`src/inc/pms_pkg.sv`:
```
// constants for the mode strap, expanded control and interrupt enable register bank
package pms_pkg;
    // ------------------------------------------------------------------
    // register addresses on the serial management port
    // ------------------------------------------------------------------
    localparam logic [4:0]  REG_DRC = 5'h10;   // digital control (pll off)
    localparam logic [4:0]  REG_OVR = 5'h16;   // operation_mode_strap_override
    localparam logic [4:0]  REG_STS = 5'h17;   // operation_mode_strap_status
    localparam logic [4:0]  REG_EXP = 5'h18;   // expanded_control
    localparam logic [4:0]  REG_INT = 5'h1b;   // interrupt_control_status
    // ------------------------------------------------------------------
    // field positions
    // ------------------------------------------------------------------
    localparam int OVR_MII      = 0;
    localparam int OVR_RMII     = 1;
    localparam int OVR_NAND     = 5;
    localparam int OVR_RMII_B2B = 6;
    localparam int OVR_MII_B2B  = 7;
    localparam int OVR_BCAST    = 9;
    localparam int STS_ADDR_LSB = 13;
    localparam int STS_BCAST    = 9;
    localparam int STS_MII_B2B  = 7;
    localparam int STS_RMII_B2B = 6;
    localparam int STS_NAND     = 5;
    localparam int STS_RMII     = 1;
    localparam int STS_MII      = 0;
    localparam int EXP_ENERGY_DETECT_POWER_DOWN_OFF = 11;
    localparam int EXP_LATENCY  = 10;
    localparam int EXP_PRE_KEEP = 6;
    localparam int DRC_PLL_OFF  = 4;
    localparam int INT_EN_LSB   = 8;
    localparam int INT_LINK_DN  = 2;
    // ------------------------------------------------------------------
    // reset values and writable masks
    // ------------------------------------------------------------------
    localparam logic [15:0] OVR_RST   = 16'h0001;
    localparam logic [15:0] OVR_WMASK = 16'h03ff;
    localparam logic [15:0] EXP_RST   = 16'h0800;
    localparam logic [15:0] DRC_RST   = 16'h0000;
    localparam logic [15:0] ZERO16    = 16'h0000;
    localparam logic [7:0]  ZERO8     = 8'h00;
    // ------------------------------------------------------------------
    // management frame and preamble constants
    // ------------------------------------------------------------------
    localparam logic [5:0]  MD_PRE_BITS = 6'h20;  // ones before a start
    localparam logic [3:0]  MD_HDR_BITS = 4'hd;   // st1, op, phy addr, reg addr
    localparam logic [4:0]  MD_DAT_BITS = 5'h10;
    localparam logic [1:0]  MD_OP_RD    = 2'h2;
    localparam logic [1:0]  MD_OP_WR    = 2'h1;
    localparam logic [1:0]  MD_TA_BITS  = 2'h2;
    localparam logic [3:0]  RX_PRE_NIB  = 4'h5;
    localparam logic [3:0]  RX_SFD_HI   = 4'hd;
endpackage : pms_pkg

```
`src/hw/pms_mdio_slave.sv`:
```
// serial management frame engine: decodes frames, drives read data
module pms_mdio_slave
    import pms_pkg::*;
(
    input  wire logic        clk,
    input  wire logic        sys_rst,
    input  wire logic        mdc,
    input  wire logic        mdio_in,
    input  wire logic [2:0]  station_addr,
    input  wire logic        bcast_off,
    input  wire logic [15:0] rd_data,
    output logic             mdio_out,
    output logic             mdio_oe_n,
    output logic             rd_stb,
    output logic             wr_stb,
    output logic [4:0]       reg_addr,
    output logic [15:0]      wr_data
);
    typedef enum logic [3:0] {
        S_IDLE = 4'b0001,
        S_HDR  = 4'b0010,
        S_TA   = 4'b0100,
        S_DATA = 4'b1000
    } pms_md_state_t;

    pms_md_state_t state_q;
    logic          mdc_q;
    logic          is_rd_q;
    logic [5:0]    ones_q;
    logic [4:0]    cnt_q;
    logic [12:0]   hdr_q;
    logic [15:0]   sh_q;
    logic          rise;
    logic          hit;

    assign rise = mdc & ~mdc_q;
    // address zero is broadcast unless broadcast-disable is in force
    assign hit  = (hdr_q[9:5] == {2'h0, station_addr}) || (hdr_q[9:5] == 5'h00 && !bcast_off);

    // ------------------------------------------------------------------
    // frame sequencer, one step per rising mdc
    // ------------------------------------------------------------------
    always_ff @(posedge clk) begin
        rd_stb <= 1'b0;
        wr_stb <= 1'b0;
        mdc_q  <= mdc;
        if (sys_rst) begin
            state_q   <= S_IDLE;
            ones_q    <= 6'h00;
            cnt_q     <= 5'h00;
            hdr_q     <= 13'h0000;
            sh_q      <= ZERO16;
            is_rd_q   <= 1'b0;
            mdio_out  <= 1'b1;
            mdio_oe_n <= 1'b1;
            reg_addr  <= 5'h00;
            wr_data   <= ZERO16;
        end else if (rise) begin
            case (state_q)
                S_IDLE: begin
                    mdio_oe_n <= 1'b1;
                    if (mdio_in) begin
                        ones_q <= (ones_q == MD_PRE_BITS) ? ones_q : ones_q + 6'h01;
                    end else begin
                        if (ones_q == MD_PRE_BITS) begin
                            state_q <= S_HDR;
                            cnt_q   <= 5'h00;
                        end
                        ones_q <= 6'h00;
                    end
                end
                S_HDR: begin
                    // count runs up to the header length; the decode follows between rises
                    hdr_q <= {hdr_q[11:0], mdio_in};
                    cnt_q <= cnt_q + 5'h01;
                end
                S_TA: begin
                    cnt_q <= cnt_q + 5'h01;
                    // first turnaround bit: drive zero, latch the word, then clear on read
                    if (is_rd_q && cnt_q[1:0] != MD_TA_BITS - 2'h1) begin
                        mdio_out  <= 1'b0;
                        mdio_oe_n <= 1'b0;
                        sh_q      <= rd_data;
                        rd_stb    <= 1'b1;
                    end
                    // second turnaround bit: msb goes out so the master sees it next rise
                    if (is_rd_q && cnt_q[1:0] == MD_TA_BITS - 2'h1) begin
                        mdio_out <= sh_q[15];
                        sh_q     <= {sh_q[14:0], 1'b0};
                    end
                    if (cnt_q[1:0] == MD_TA_BITS - 2'h1) begin
                        state_q <= S_DATA;
                        cnt_q   <= 5'h00;
                    end
                end
                S_DATA: begin
                    cnt_q <= cnt_q + 5'h01;
                    if (is_rd_q) begin
                        mdio_out <= sh_q[15];
                        sh_q     <= {sh_q[14:0], 1'b0};
                    end else begin
                        sh_q <= {sh_q[14:0], mdio_in};
                    end
                    if (cnt_q == MD_DAT_BITS) begin
                        state_q   <= S_IDLE;
                        mdio_oe_n <= 1'b1;
                        if (!is_rd_q) begin
                            wr_data <= sh_q;
                            wr_stb  <= 1'b1;
                        end
                    end
                end
                default: state_q <= S_IDLE;
            endcase
        end else if (state_q == S_HDR && cnt_q == {1'b0, MD_HDR_BITS}) begin
            // header complete: check start bit, opcode and address
            cnt_q    <= 5'h00;
            reg_addr <= hdr_q[4:0];
            is_rd_q  <= (hdr_q[11:10] == MD_OP_RD);
            state_q  <= (hdr_q[12] && hit && (hdr_q[11:10] == MD_OP_RD
                        || hdr_q[11:10] == MD_OP_WR)) ? S_TA : S_IDLE;
        end
    end
endmodule : pms_mdio_slave

```
`src/hw/pms_rx_preamble.sv`:
```
// receive nibble path: keeps or strips the preamble ahead of the start delimiter
module pms_rx_preamble
    import pms_pkg::*;
(
    input  wire logic       clk,
    input  wire logic       sys_rst,
    input  wire logic       speed_10,
    input  wire logic       keep_pre,
    input  wire logic       rx_dv_in,
    input  wire logic [3:0] rxd_in,
    output logic            rx_dv_out,
    output logic [3:0]      rxd_out
);
    logic       dv_p_q;
    logic [3:0] nib_p_q;
    logic       pass_q;
    logic       pass_now;

    // open the gate on the nibble pair 5,d so the frame starts at the delimiter
    assign pass_now = !speed_10 || keep_pre || pass_q
                      || (nib_p_q == RX_PRE_NIB && rxd_in == RX_SFD_HI);

    // ------------------------------------------------------------------
    // one nibble of delay so the delimiter can be seen before it leaves
    // ------------------------------------------------------------------
    always_ff @(posedge clk) begin
        if (sys_rst) begin
            dv_p_q    <= 1'b0;
            nib_p_q   <= 4'h0;
            pass_q    <= 1'b0;
            rx_dv_out <= 1'b0;
            rxd_out   <= 4'h0;
        end else begin
            dv_p_q    <= rx_dv_in;
            nib_p_q   <= rxd_in;
            pass_q    <= rx_dv_in && dv_p_q && pass_now;
            rx_dv_out <= dv_p_q && pass_now;
            rxd_out   <= nib_p_q;
        end
    end
endmodule : pms_rx_preamble

```
`src/hw/pms_mode_regs.sv`:
```
// mode strap override, strap status, expanded control and interrupt register bank
// ----------------------------------------------------------------------
// ----------------------------------------------------------------------
module pms_mode_regs
    import pms_pkg::*;
(
    input  wire logic       clk,
    input  wire logic       sys_rst,
    input  wire logic       mdc,
    input  wire logic       mdio_in,
    output logic            mdio_out,
    output logic            mdio_oe_n,
    input  wire logic [2:0] strapped_station_address,
    input  wire logic       strap_bcast_off,
    input  wire logic       strap_mii,
    input  wire logic       strap_rmii,
    input  wire logic       strap_mii_b2b,
    input  wire logic       strap_rmii_b2b,
    input  wire logic       strap_nand_tree,
    input  wire logic [7:0] irq_event,
    input  wire logic       speed_10,
    input  wire logic       rx_dv_in,
    input  wire logic [3:0] rxd_in,
    output logic            rx_dv_out,
    output logic [3:0]      rxd_out,
    output logic            mode_mii_q,
    output logic            mode_rmii_q,
    output logic            mode_mii_b2b_q,
    output logic            mode_rmii_b2b_q,
    output logic            mode_nand_tree_q,
    output logic            energy_detect_power_down_q,
    output logic            pll_off_in_power_down_q,
    output logic            rx_random_latency_q,
    output logic            irq_q
);
    // ------------------------------------------------------------------
    // storage
    // ------------------------------------------------------------------
    logic [15:0] ovr_q;
    logic [15:0] exp_q;
    logic [15:0] drc_q;
    logic [7:0]  int_en_q;
    logic [7:0]  int_sts_q;
    logic [2:0]  st_addr_q;
    logic        st_bcast_q;
    logic        st_mii_q;
    logic        st_rmii_q;
    logic        st_mii_b2b_q;
    logic        st_rmii_b2b_q;
    logic        st_nand_q;
    logic        st_taken_q;
    logic        rd_stb;
    logic        wr_stb;
    logic [4:0]  reg_addr;
    logic [15:0] wr_data;
    logic [15:0] rd_data;
    logic [15:0] sts_word;

    // ------------------------------------------------------------------
    // serial management frame engine and receive preamble gate
    // ------------------------------------------------------------------
    pms_mdio_slave u_mdio (
        .clk          (clk),
        .sys_rst      (sys_rst),
        .mdc          (mdc),
        .mdio_in      (mdio_in),
        .station_addr (st_addr_q),
        .bcast_off    (st_bcast_q | ovr_q[OVR_BCAST]),
        .rd_data      (rd_data),
        .mdio_out     (mdio_out),
        .mdio_oe_n    (mdio_oe_n),
        .rd_stb       (rd_stb),
        .wr_stb       (wr_stb),
        .reg_addr     (reg_addr),
        .wr_data      (wr_data)
    );

    pms_rx_preamble u_rxpre (
        .clk       (clk),
        .sys_rst   (sys_rst),
        .speed_10  (speed_10),
        .keep_pre  (exp_q[EXP_PRE_KEEP]),
        .rx_dv_in  (rx_dv_in),
        .rxd_in    (rxd_in),
        .rx_dv_out (rx_dv_out),
        .rxd_out   (rxd_out)
    );

    // write strobe decode, used by every writable register
    function automatic logic wr_hit(input logic stb, input logic [4:0] a, input logic [4:0] r);
        return stb && (a == r);
    endfunction : wr_hit

    // ------------------------------------------------------------------
    // strap capture once after reset release, then held
    // ------------------------------------------------------------------
    always_ff @(posedge clk) begin
        if (sys_rst) begin
            st_taken_q    <= 1'b0;
            st_addr_q     <= 3'h0;
            st_bcast_q    <= 1'b0;
            st_mii_q      <= 1'b0;
            st_rmii_q     <= 1'b0;
            st_mii_b2b_q  <= 1'b0;
            st_rmii_b2b_q <= 1'b0;
            st_nand_q     <= 1'b0;
        end else if (!st_taken_q) begin
            st_taken_q    <= 1'b1;
            st_addr_q     <= strapped_station_address;
            st_bcast_q    <= strap_bcast_off;
            st_mii_q      <= strap_mii;
            st_rmii_q     <= strap_rmii;
            st_mii_b2b_q  <= strap_mii_b2b;
            st_rmii_b2b_q <= strap_rmii_b2b;
            st_nand_q     <= strap_nand_tree;
        end
    end

    // ------------------------------------------------------------------
    // writable registers
    // ------------------------------------------------------------------
    always_ff @(posedge clk) begin
        if (sys_rst) begin
            ovr_q    <= OVR_RST;  // parallel override set at reset
            exp_q    <= EXP_RST;  // power-down disabled, fixed latency
            drc_q    <= DRC_RST;
            int_en_q <= ZERO8;
        end else begin
            if (wr_hit(wr_stb, reg_addr, REG_OVR)) begin
                ovr_q <= wr_data & OVR_WMASK;
            end
            if (wr_hit(wr_stb, reg_addr, REG_EXP)) begin
                exp_q <= wr_data;
            end
            if (wr_hit(wr_stb, reg_addr, REG_DRC)) begin
                drc_q <= wr_data;
            end
            if (wr_hit(wr_stb, reg_addr, REG_INT)) begin
                int_en_q <= wr_data[INT_EN_LSB +: 8];
            end
        end
    end

    // ------------------------------------------------------------------
    // interrupt status: events set, a read clears, a set wins
    // ------------------------------------------------------------------
    always_ff @(posedge clk) begin
        if (sys_rst) begin
            int_sts_q <= ZERO8;
            irq_q     <= 1'b0;
        end else begin
            int_sts_q <= (wr_hit(rd_stb, reg_addr, REG_INT) ? ZERO8 : int_sts_q)
                         | irq_event;
            irq_q     <= |(int_sts_q & int_en_q);
        end
    end

    // ------------------------------------------------------------------
    // effective operating modes: override first, then strap
    // ------------------------------------------------------------------
    always_ff @(posedge clk) begin
        if (sys_rst) begin
            mode_mii_q                 <= 1'b0;
            mode_rmii_q                <= 1'b0;
            mode_mii_b2b_q             <= 1'b0;
            mode_rmii_b2b_q            <= 1'b0;
            mode_nand_tree_q           <= 1'b0;
            energy_detect_power_down_q <= 1'b0;
            pll_off_in_power_down_q    <= 1'b0;
            rx_random_latency_q        <= 1'b0;
        end else begin
            mode_rmii_q     <= ovr_q[OVR_RMII] | (!ovr_q[OVR_MII] & st_rmii_q);
            mode_mii_q      <= !ovr_q[OVR_RMII] & (ovr_q[OVR_MII] | st_mii_q);
            mode_mii_b2b_q  <= ovr_q[OVR_MII_B2B] | st_mii_b2b_q;
            mode_rmii_b2b_q <= ovr_q[OVR_RMII_B2B] | st_rmii_b2b_q;
            mode_nand_tree_q <= ovr_q[OVR_NAND] | st_nand_q;
            energy_detect_power_down_q <= !exp_q[EXP_ENERGY_DETECT_POWER_DOWN_OFF];
            pll_off_in_power_down_q <= !exp_q[EXP_ENERGY_DETECT_POWER_DOWN_OFF] & drc_q[DRC_PLL_OFF];
            rx_random_latency_q <= !speed_10 & exp_q[EXP_LATENCY];
        end
    end

    // ------------------------------------------------------------------
    // read data
    // ------------------------------------------------------------------
    always_comb begin
        sts_word = ZERO16;
        sts_word[STS_ADDR_LSB +: 3] = st_addr_q;
        sts_word[STS_BCAST]         = st_bcast_q;
        sts_word[STS_MII_B2B]       = st_mii_b2b_q;
        sts_word[STS_RMII_B2B]      = st_rmii_b2b_q;
        sts_word[STS_NAND]          = st_nand_q;
        sts_word[STS_RMII]          = st_rmii_q;
        sts_word[STS_MII]           = st_mii_q;
        case (reg_addr)
            REG_OVR: rd_data = ovr_q;
            REG_STS: rd_data = sts_word;
            REG_EXP: rd_data = exp_q;
            REG_DRC: rd_data = drc_q;
            REG_INT: rd_data = {int_en_q, int_sts_q};
            default: rd_data = ZERO16;
        endcase
    end

    // ------------------------------------------------------------------
    // checks
    // ------------------------------------------------------------------
    property p_nand_ovr;
        @(posedge clk) disable iff (sys_rst)
        ovr_q[OVR_NAND] |=> mode_nand_tree_q;
    endproperty
    a_nand_ovr: assert property (p_nand_ovr) else $error("nand override not applied");

    property p_rmii_ovr;
        @(posedge clk) disable iff (sys_rst)
        ovr_q[OVR_RMII] |=> mode_rmii_q && !mode_mii_q;
    endproperty
    a_rmii_ovr: assert property (p_rmii_ovr) else $error("rmii override not applied");

    property p_mii_ovr;
        @(posedge clk) disable iff (sys_rst)
        ovr_q[OVR_MII] && !ovr_q[OVR_RMII] |=> mode_mii_q;
    endproperty
    a_mii_ovr: assert property (p_mii_ovr) else $error("mii override not applied");

    property p_mii_rst;
        @(posedge clk) sys_rst |=> ovr_q == OVR_RST && exp_q == EXP_RST;
    endproperty
    a_mii_rst: assert property (p_mii_rst) else $error("wrong reset value");

    property p_strap_hold;
        @(posedge clk) disable iff (sys_rst)
        st_taken_q && $past(st_taken_q) |-> $stable(st_addr_q) && $stable(st_nand_q);
    endproperty
    a_strap_hold: assert property (p_strap_hold) else $error("strap changed");

    property p_evt_set;
        @(posedge clk) disable iff (sys_rst)
        irq_event[INT_LINK_DN] |=> int_sts_q[INT_LINK_DN];
    endproperty
    a_evt_set: assert property (p_evt_set) else $error("event lost");

    property p_rd_clr;
        @(posedge clk) disable iff (sys_rst)
        rd_stb && reg_addr == REG_INT && irq_event == ZERO8 ##1 irq_event == ZERO8
            |-> ##1 int_sts_q == ZERO8;
    endproperty
    a_rd_clr: assert property (p_rd_clr) else $error("read did not clear");

    property p_irq;
        @(posedge clk) disable iff (sys_rst)
        |(int_sts_q & int_en_q) |=> irq_q;
    endproperty
    a_irq: assert property (p_irq) else $error("irq missing");

    property p_lkdn_mask;
        @(posedge clk) disable iff (sys_rst)
        (int_sts_q & int_en_q) == ZERO8 |=> !irq_q;
    endproperty
    a_lkdn_mask: assert property (p_lkdn_mask) else $error("masked irq raised");

    property p_energy_detect_power_down;
        @(posedge clk) disable iff (sys_rst)
        !exp_q[EXP_ENERGY_DETECT_POWER_DOWN_OFF] ##1 !exp_q[EXP_ENERGY_DETECT_POWER_DOWN_OFF] |-> energy_detect_power_down_q;
    endproperty
    a_energy_detect_power_down: assert property (p_energy_detect_power_down) else $error("power-down not enabled");

    property p_mii_b2b_ovr;
        @(posedge clk) disable iff (sys_rst)
        ovr_q[OVR_MII_B2B] |=> mode_mii_b2b_q;
    endproperty
    a_mii_b2b_ovr: assert property (p_mii_b2b_ovr) else $error("mii b2b lost");

    property p_rmii_b2b_ovr;
        @(posedge clk) disable iff (sys_rst)
        ovr_q[OVR_RMII_B2B] |=> mode_rmii_b2b_q;
    endproperty
    a_rmii_b2b_ovr: assert property (p_rmii_b2b_ovr) else $error("rmii b2b lost");

    property p_en_rst;
        @(posedge clk)
        sys_rst |=> int_en_q == ZERO8 && int_sts_q == ZERO8;
    endproperty
    a_en_rst: assert property (p_en_rst) else $error("interrupt reset value wrong");

    property p_energy_detect_power_down_off;
        @(posedge clk) disable iff (sys_rst)
        exp_q[EXP_ENERGY_DETECT_POWER_DOWN_OFF] |=> !energy_detect_power_down_q && !pll_off_in_power_down_q;
    endproperty
    a_energy_detect_power_down_off: assert property (p_energy_detect_power_down_off) else $error("power-down while disabled");
endmodule : pms_mode_regs

```
`config.mk`:
```
export PLATFORM = sky130hd
export DESIGN_NAME = pms_mode_regs
export DESIGN_NICKNAME = d
export VERILOG_FILES = /design/src/inc/pms_pkg.sv /design/src/hw/pms_mdio_slave.sv /design/src/hw/pms_rx_preamble.sv /design/src/hw/pms_mode_regs.sv
export SDC_FILE = /design/constraint.sdc
export NUM_CORES = 1
export LEC_CHECK = 0
export BUFFER_PORTS_ARGS = -buffer_cell sky130_fd_sc_hd__buf_4
export CAP_MARGIN = 10
export CELL_PAD_IN_SITES_DETAIL_PLACEMENT = 0
export CELL_PAD_IN_SITES_GLOBAL_PLACEMENT = 1
export CORE_ASPECT_RATIO = 0.5
export CORE_UTILIZATION = 41
export CTS_BUF_LIST = sky130_fd_sc_hd__clkbuf_16
export DETAILED_ROUTE_END_ITERATION = 8
export PLACE_DENSITY = 0.82
export RECOVER_POWER = 50
export SKIP_LAST_GASP = 1
export SLEW_MARGIN = 20
export SYNTH_ARGS = -nofsm -noshare
export SYNTH_HDL_FRONTEND = slang
export SYNTH_SLANG_ARGS = --single-unit
```
`constraint.sdc`:
```
create_clock -name clk -period 2.2 [get_ports clk]
set_clock_uncertainty 0.2 [all_clocks]
set_input_delay 0.33 -clock clk [delete_from_list [all_inputs] [get_ports clk]]
set_output_delay 0.33 -clock clk [all_outputs]
set_load 0.01 [all_outputs]
```
==> results.md <==
* Power per cell area at 744 nW/um^2
* VDD IR-drop max at 0.000568 V
* Clk_lat worst skew at ~0.43 ns
* Compound-Gate Fraction of Synth Area at 18.0%
* Syn. warnings at 0
* Outcome: finished clean
* Root Driver: clkbuf_16
* Antenna diodes at 0
* Mapped Cells at 760
* WS Path Type: reg -> reg
* Core area at approximately 16000 sq um
* Worst-path clk slew at 0.07 ns
* Slew Limit Fails at 0
* Post-route DRC at 0
* Final net count at 865
* Routed Antenna Nets at 0
* Hold WC Path Type: in -> reg
* Syn avg cell area at 8.67 sq um
* Dominant synthesized flop cell: dfxtp_1
* Wire per inst at 16.1 um
* Fin Hold WS at 0.112 ns
* Synthesized area at 6590 sq um
* Initial DRC Count at 586
* Relative slew slack at 22.8%
* P&R area growth vs syn at 22.9%
* Largest area contributor in the synthesized netlist: dfxtp_1
* Post-place setup slack at 0.0222 ns
* Num CTS Buffers at 17
* Clock Path Buffers at 2
* Tmin final at between 2 and 2.5 ns
* Die H at 91.6 um
* First-pass GRT wire length at 27.7 mm
* Post-DP HPWL at 11.1 mm
* Synth Area in Adders at 1.33%
* Initial antenna violation count at 0
* Starting density of the core at 42.4%
* Total wire length at 16.8 mm
* XOR/XNOR share of the synthesized area at 0.399%
* Horiz. Die Dim at 181 um
* Full die area at 16600 sq um
* Clock Sinks at between 150 and 200
* Via count at 5798
* Tcrit/Tclk final at 97.5%
* Synthesized Nets at 794
* Share of the synthesized area in the top cell type at 48.3%
* Setup ws final at 0.0561 ns
* Share of cells above drive strength 1 at between 10% and 20%
* H-Tree Level Count at 4
* Pin count of the biggest net entering global routing at 105
* Post-synthesis async set-or-reset flop share at 0%
* Num rows at 32
* Critical Path AT at 2.27 ns
* Worst Path Required at 2.33 ns
* LEAKAGE at ~2.9 nW
* Worst-Margin Slew at 1.16 ns
* Placer Congestion at 0.857
* Gr usage total at about a fifth
* Flops & latches, synth at about 160
* Number of enable flip-flop cells after synthesis at 0
* Fin. Hold Viols at 0
* Synth Area in Simple Gates at 21.8%
* Top Ports at between 40 and 50
* Vias in the first global route at between 5000 and 6000
* Multiplexer area fraction after synthesis at roughly 6.4%
* Synth top area cells: dfxtp_1 (48%), a21oi_1 (6.9%), nand2_1 (6.8%)
* Max Cap Viol at 0
* Synth unique cells at 65
* Crit end category: flop
* Max Fanout on Critical Path at 7
* Setup violators final at 0
* Sequential element share of the synthesized area at 48.3%
* Congestion Overflow GR at 0
* Largest family of logic cells by synthesized area: simple AND/OR/NAND/NOR gates
* Drt via density at 5.54
* PortBufs at 42
* Startpoint types: flop
* Fmax at approximately 470 MHz
* First-pass DRT Iterations at 5
* CTS tree: yes
logic make-up after synthesis:
logic type,Yosys count
AOI/OAI and AO/OA,189
muxes,42
DFF,159
adders and majority gates,7
xor gates and xnor gates,3
buffers and inverters,60
and+or+nand+nor,300
worst paths after layout:
path                     startpoint         endpoint  slack (ns)  depth (start not counted)
hold / removal              mdio_in  u_mdio.hdr_q[0]        0.11                          4
setup / recovery  u_mdio.state_q[0]   u_mdio.sh_q[6]        0.06                          5
hold reg to reg            drc_q[1]         drc_q[1]        0.26                          2
setup reg to reg  u_mdio.state_q[0]   u_mdio.sh_q[6]        0.06                          5
per-layer routing:
layer	vias to the layer above	share of wire, %	global-route usage, %	wire length (um)
li1	2836	-	-	-
met1	2772	46	28.3	7810
met2	163	46	33.2	7780
met3	27	5.5	4.73	923
met4	0	2.0	7.63	331
met5	-	0	0	0
state kept, by name, summed over array words and instances (netlist names), 5 cells and up:
name	cells
exp_q	16
u_mdio.cnt_q	5
drc_q	16
u_mdio.ones_q	6
int_en_q	8
u_mdio.sh_q	16
u_mdio.wr_data	16
u_mdio.reg_addr	5
int_sts_q	8
ovr_q	10
u_mdio.hdr_q	13
metrics by stage:
| step | TNS [ns] | util (%) | area, sq um | power (mW) | cells |
|---|---|---|---|---|---|
| after floorplan | -0.340 | - | 6600 | 3.12 | 760 |
| after global placement | 0 | 47.0 | 7300 | 3.22 | 991 |
| after detailed placement | 0 | 47.0 | 7300 | 3.22 | 991 |
| after CTS | 0 | 52.1 | 8100 | 6.07 | 1046 |
| after global routing | -0.0951 | 52.1 | 8090 | 6.23 | 1047 |
| final | 0 | 52.1 | 8090 | 6.02 | 1047 |
power by group:
part	switching [mW]	internal (mW)
combinational	0.122	0.117
clock	1.26	1.57
sequential	0.0370	2.92
total	1.42	4.60
worst max-delay path, cell delays in order (launching register included):
cell and delay [ns]:
dfxtp_1 0.38, buf_4 0.18, or2_2 0.34, a21o_1 0.20, or4_4 0.54, o22ai_1 0.20
Yosys cell counts, types with 2 or more instances:
master,number
a21oi_1,91
or4_1,4
nor3b_1,3
a22oi_1,20
nor2b_1,16
a21o_1,9
a222oi_1,9
o22ai_1,5
o211ai_1,7
nor3_1,6
a211oi_1,3
or3_1,6
mux2i_1,41
and3_1,12
nand2b_1,3
o21ai_0,22
clkbuf_1,43
xor2_1,3
and4_1,3
buf_2,3
nor4b_1,3
nor2_1,71
buf_1,2
a311oi_1,2
ha_1,7
o21a_1,2
nand3b_1,2
nand3_1,33
o211a_1,3
inv_1,8
o31ai_1,3
nand2_1,119
and2_1,6
dfxtp_1,159
area by class of cell:
cell class                      instances  area (sq um)
Clock buffer                           17           425
Timing Repair Buffer                  103           820
Sequential cell                       159          3190
Multi-Input combinational cell        541          3240
Clock inverter                         14           133
Tap cell                              204           255
Inverter                                9          33.8
Fill cell                            1436          7440
cell usage in the layout (no fill, tap or decap), types with 3 or more instances in the layout:
cell / synthesis / routed
a222oi_1: 9 / 9
inv_6: 0 / 4
o21ai_0: 22 / 22
and3_1: 12 / 11
buf_12: 0 / 4
and4_1: 3 / 3
o211a_1: 3 / 3
buf_4: 1 / 54
dfxtp_1: 159 / 157
mux2i_1: 41 / 41
nand2_1: 119 / 118
inv_1: 8 / 7
nor2b_1: 16 / 14
or4_1: 4 / 3
a21oi_1: 91 / 90
nor3_1: 6 / 6
dlygate4sd3_1: 0 / 24
ha_1: 7 / 6
clkinvlp_4: 0 / 3
a21o_1: 9 / 9
nand2b_1: 3 / 3
clkbuf_16: 0 / 17
or3_1: 6 / 5
nor2_1: 71 / 70
nand3_1: 33 / 33
a22oi_1: 20 / 20
xor2_1: 3 / 3
o211ai_1: 7 / 7
and2_1: 6 / 5
clkbuf_1: 43 / 18
o22ai_1: 5 / 5
what timing repair did:
| action | CTS | global route |
|---|---|---|
| hold endpoints to repair | 25 | 0 |
| setup buffers | 0 | 1 |
| setup endpoints to repair | 0 | 46 |
| hold buffers | 24 | 0 |
| gates resized for setup | 0 | 16 |
(Power assumes the default switching activity.)
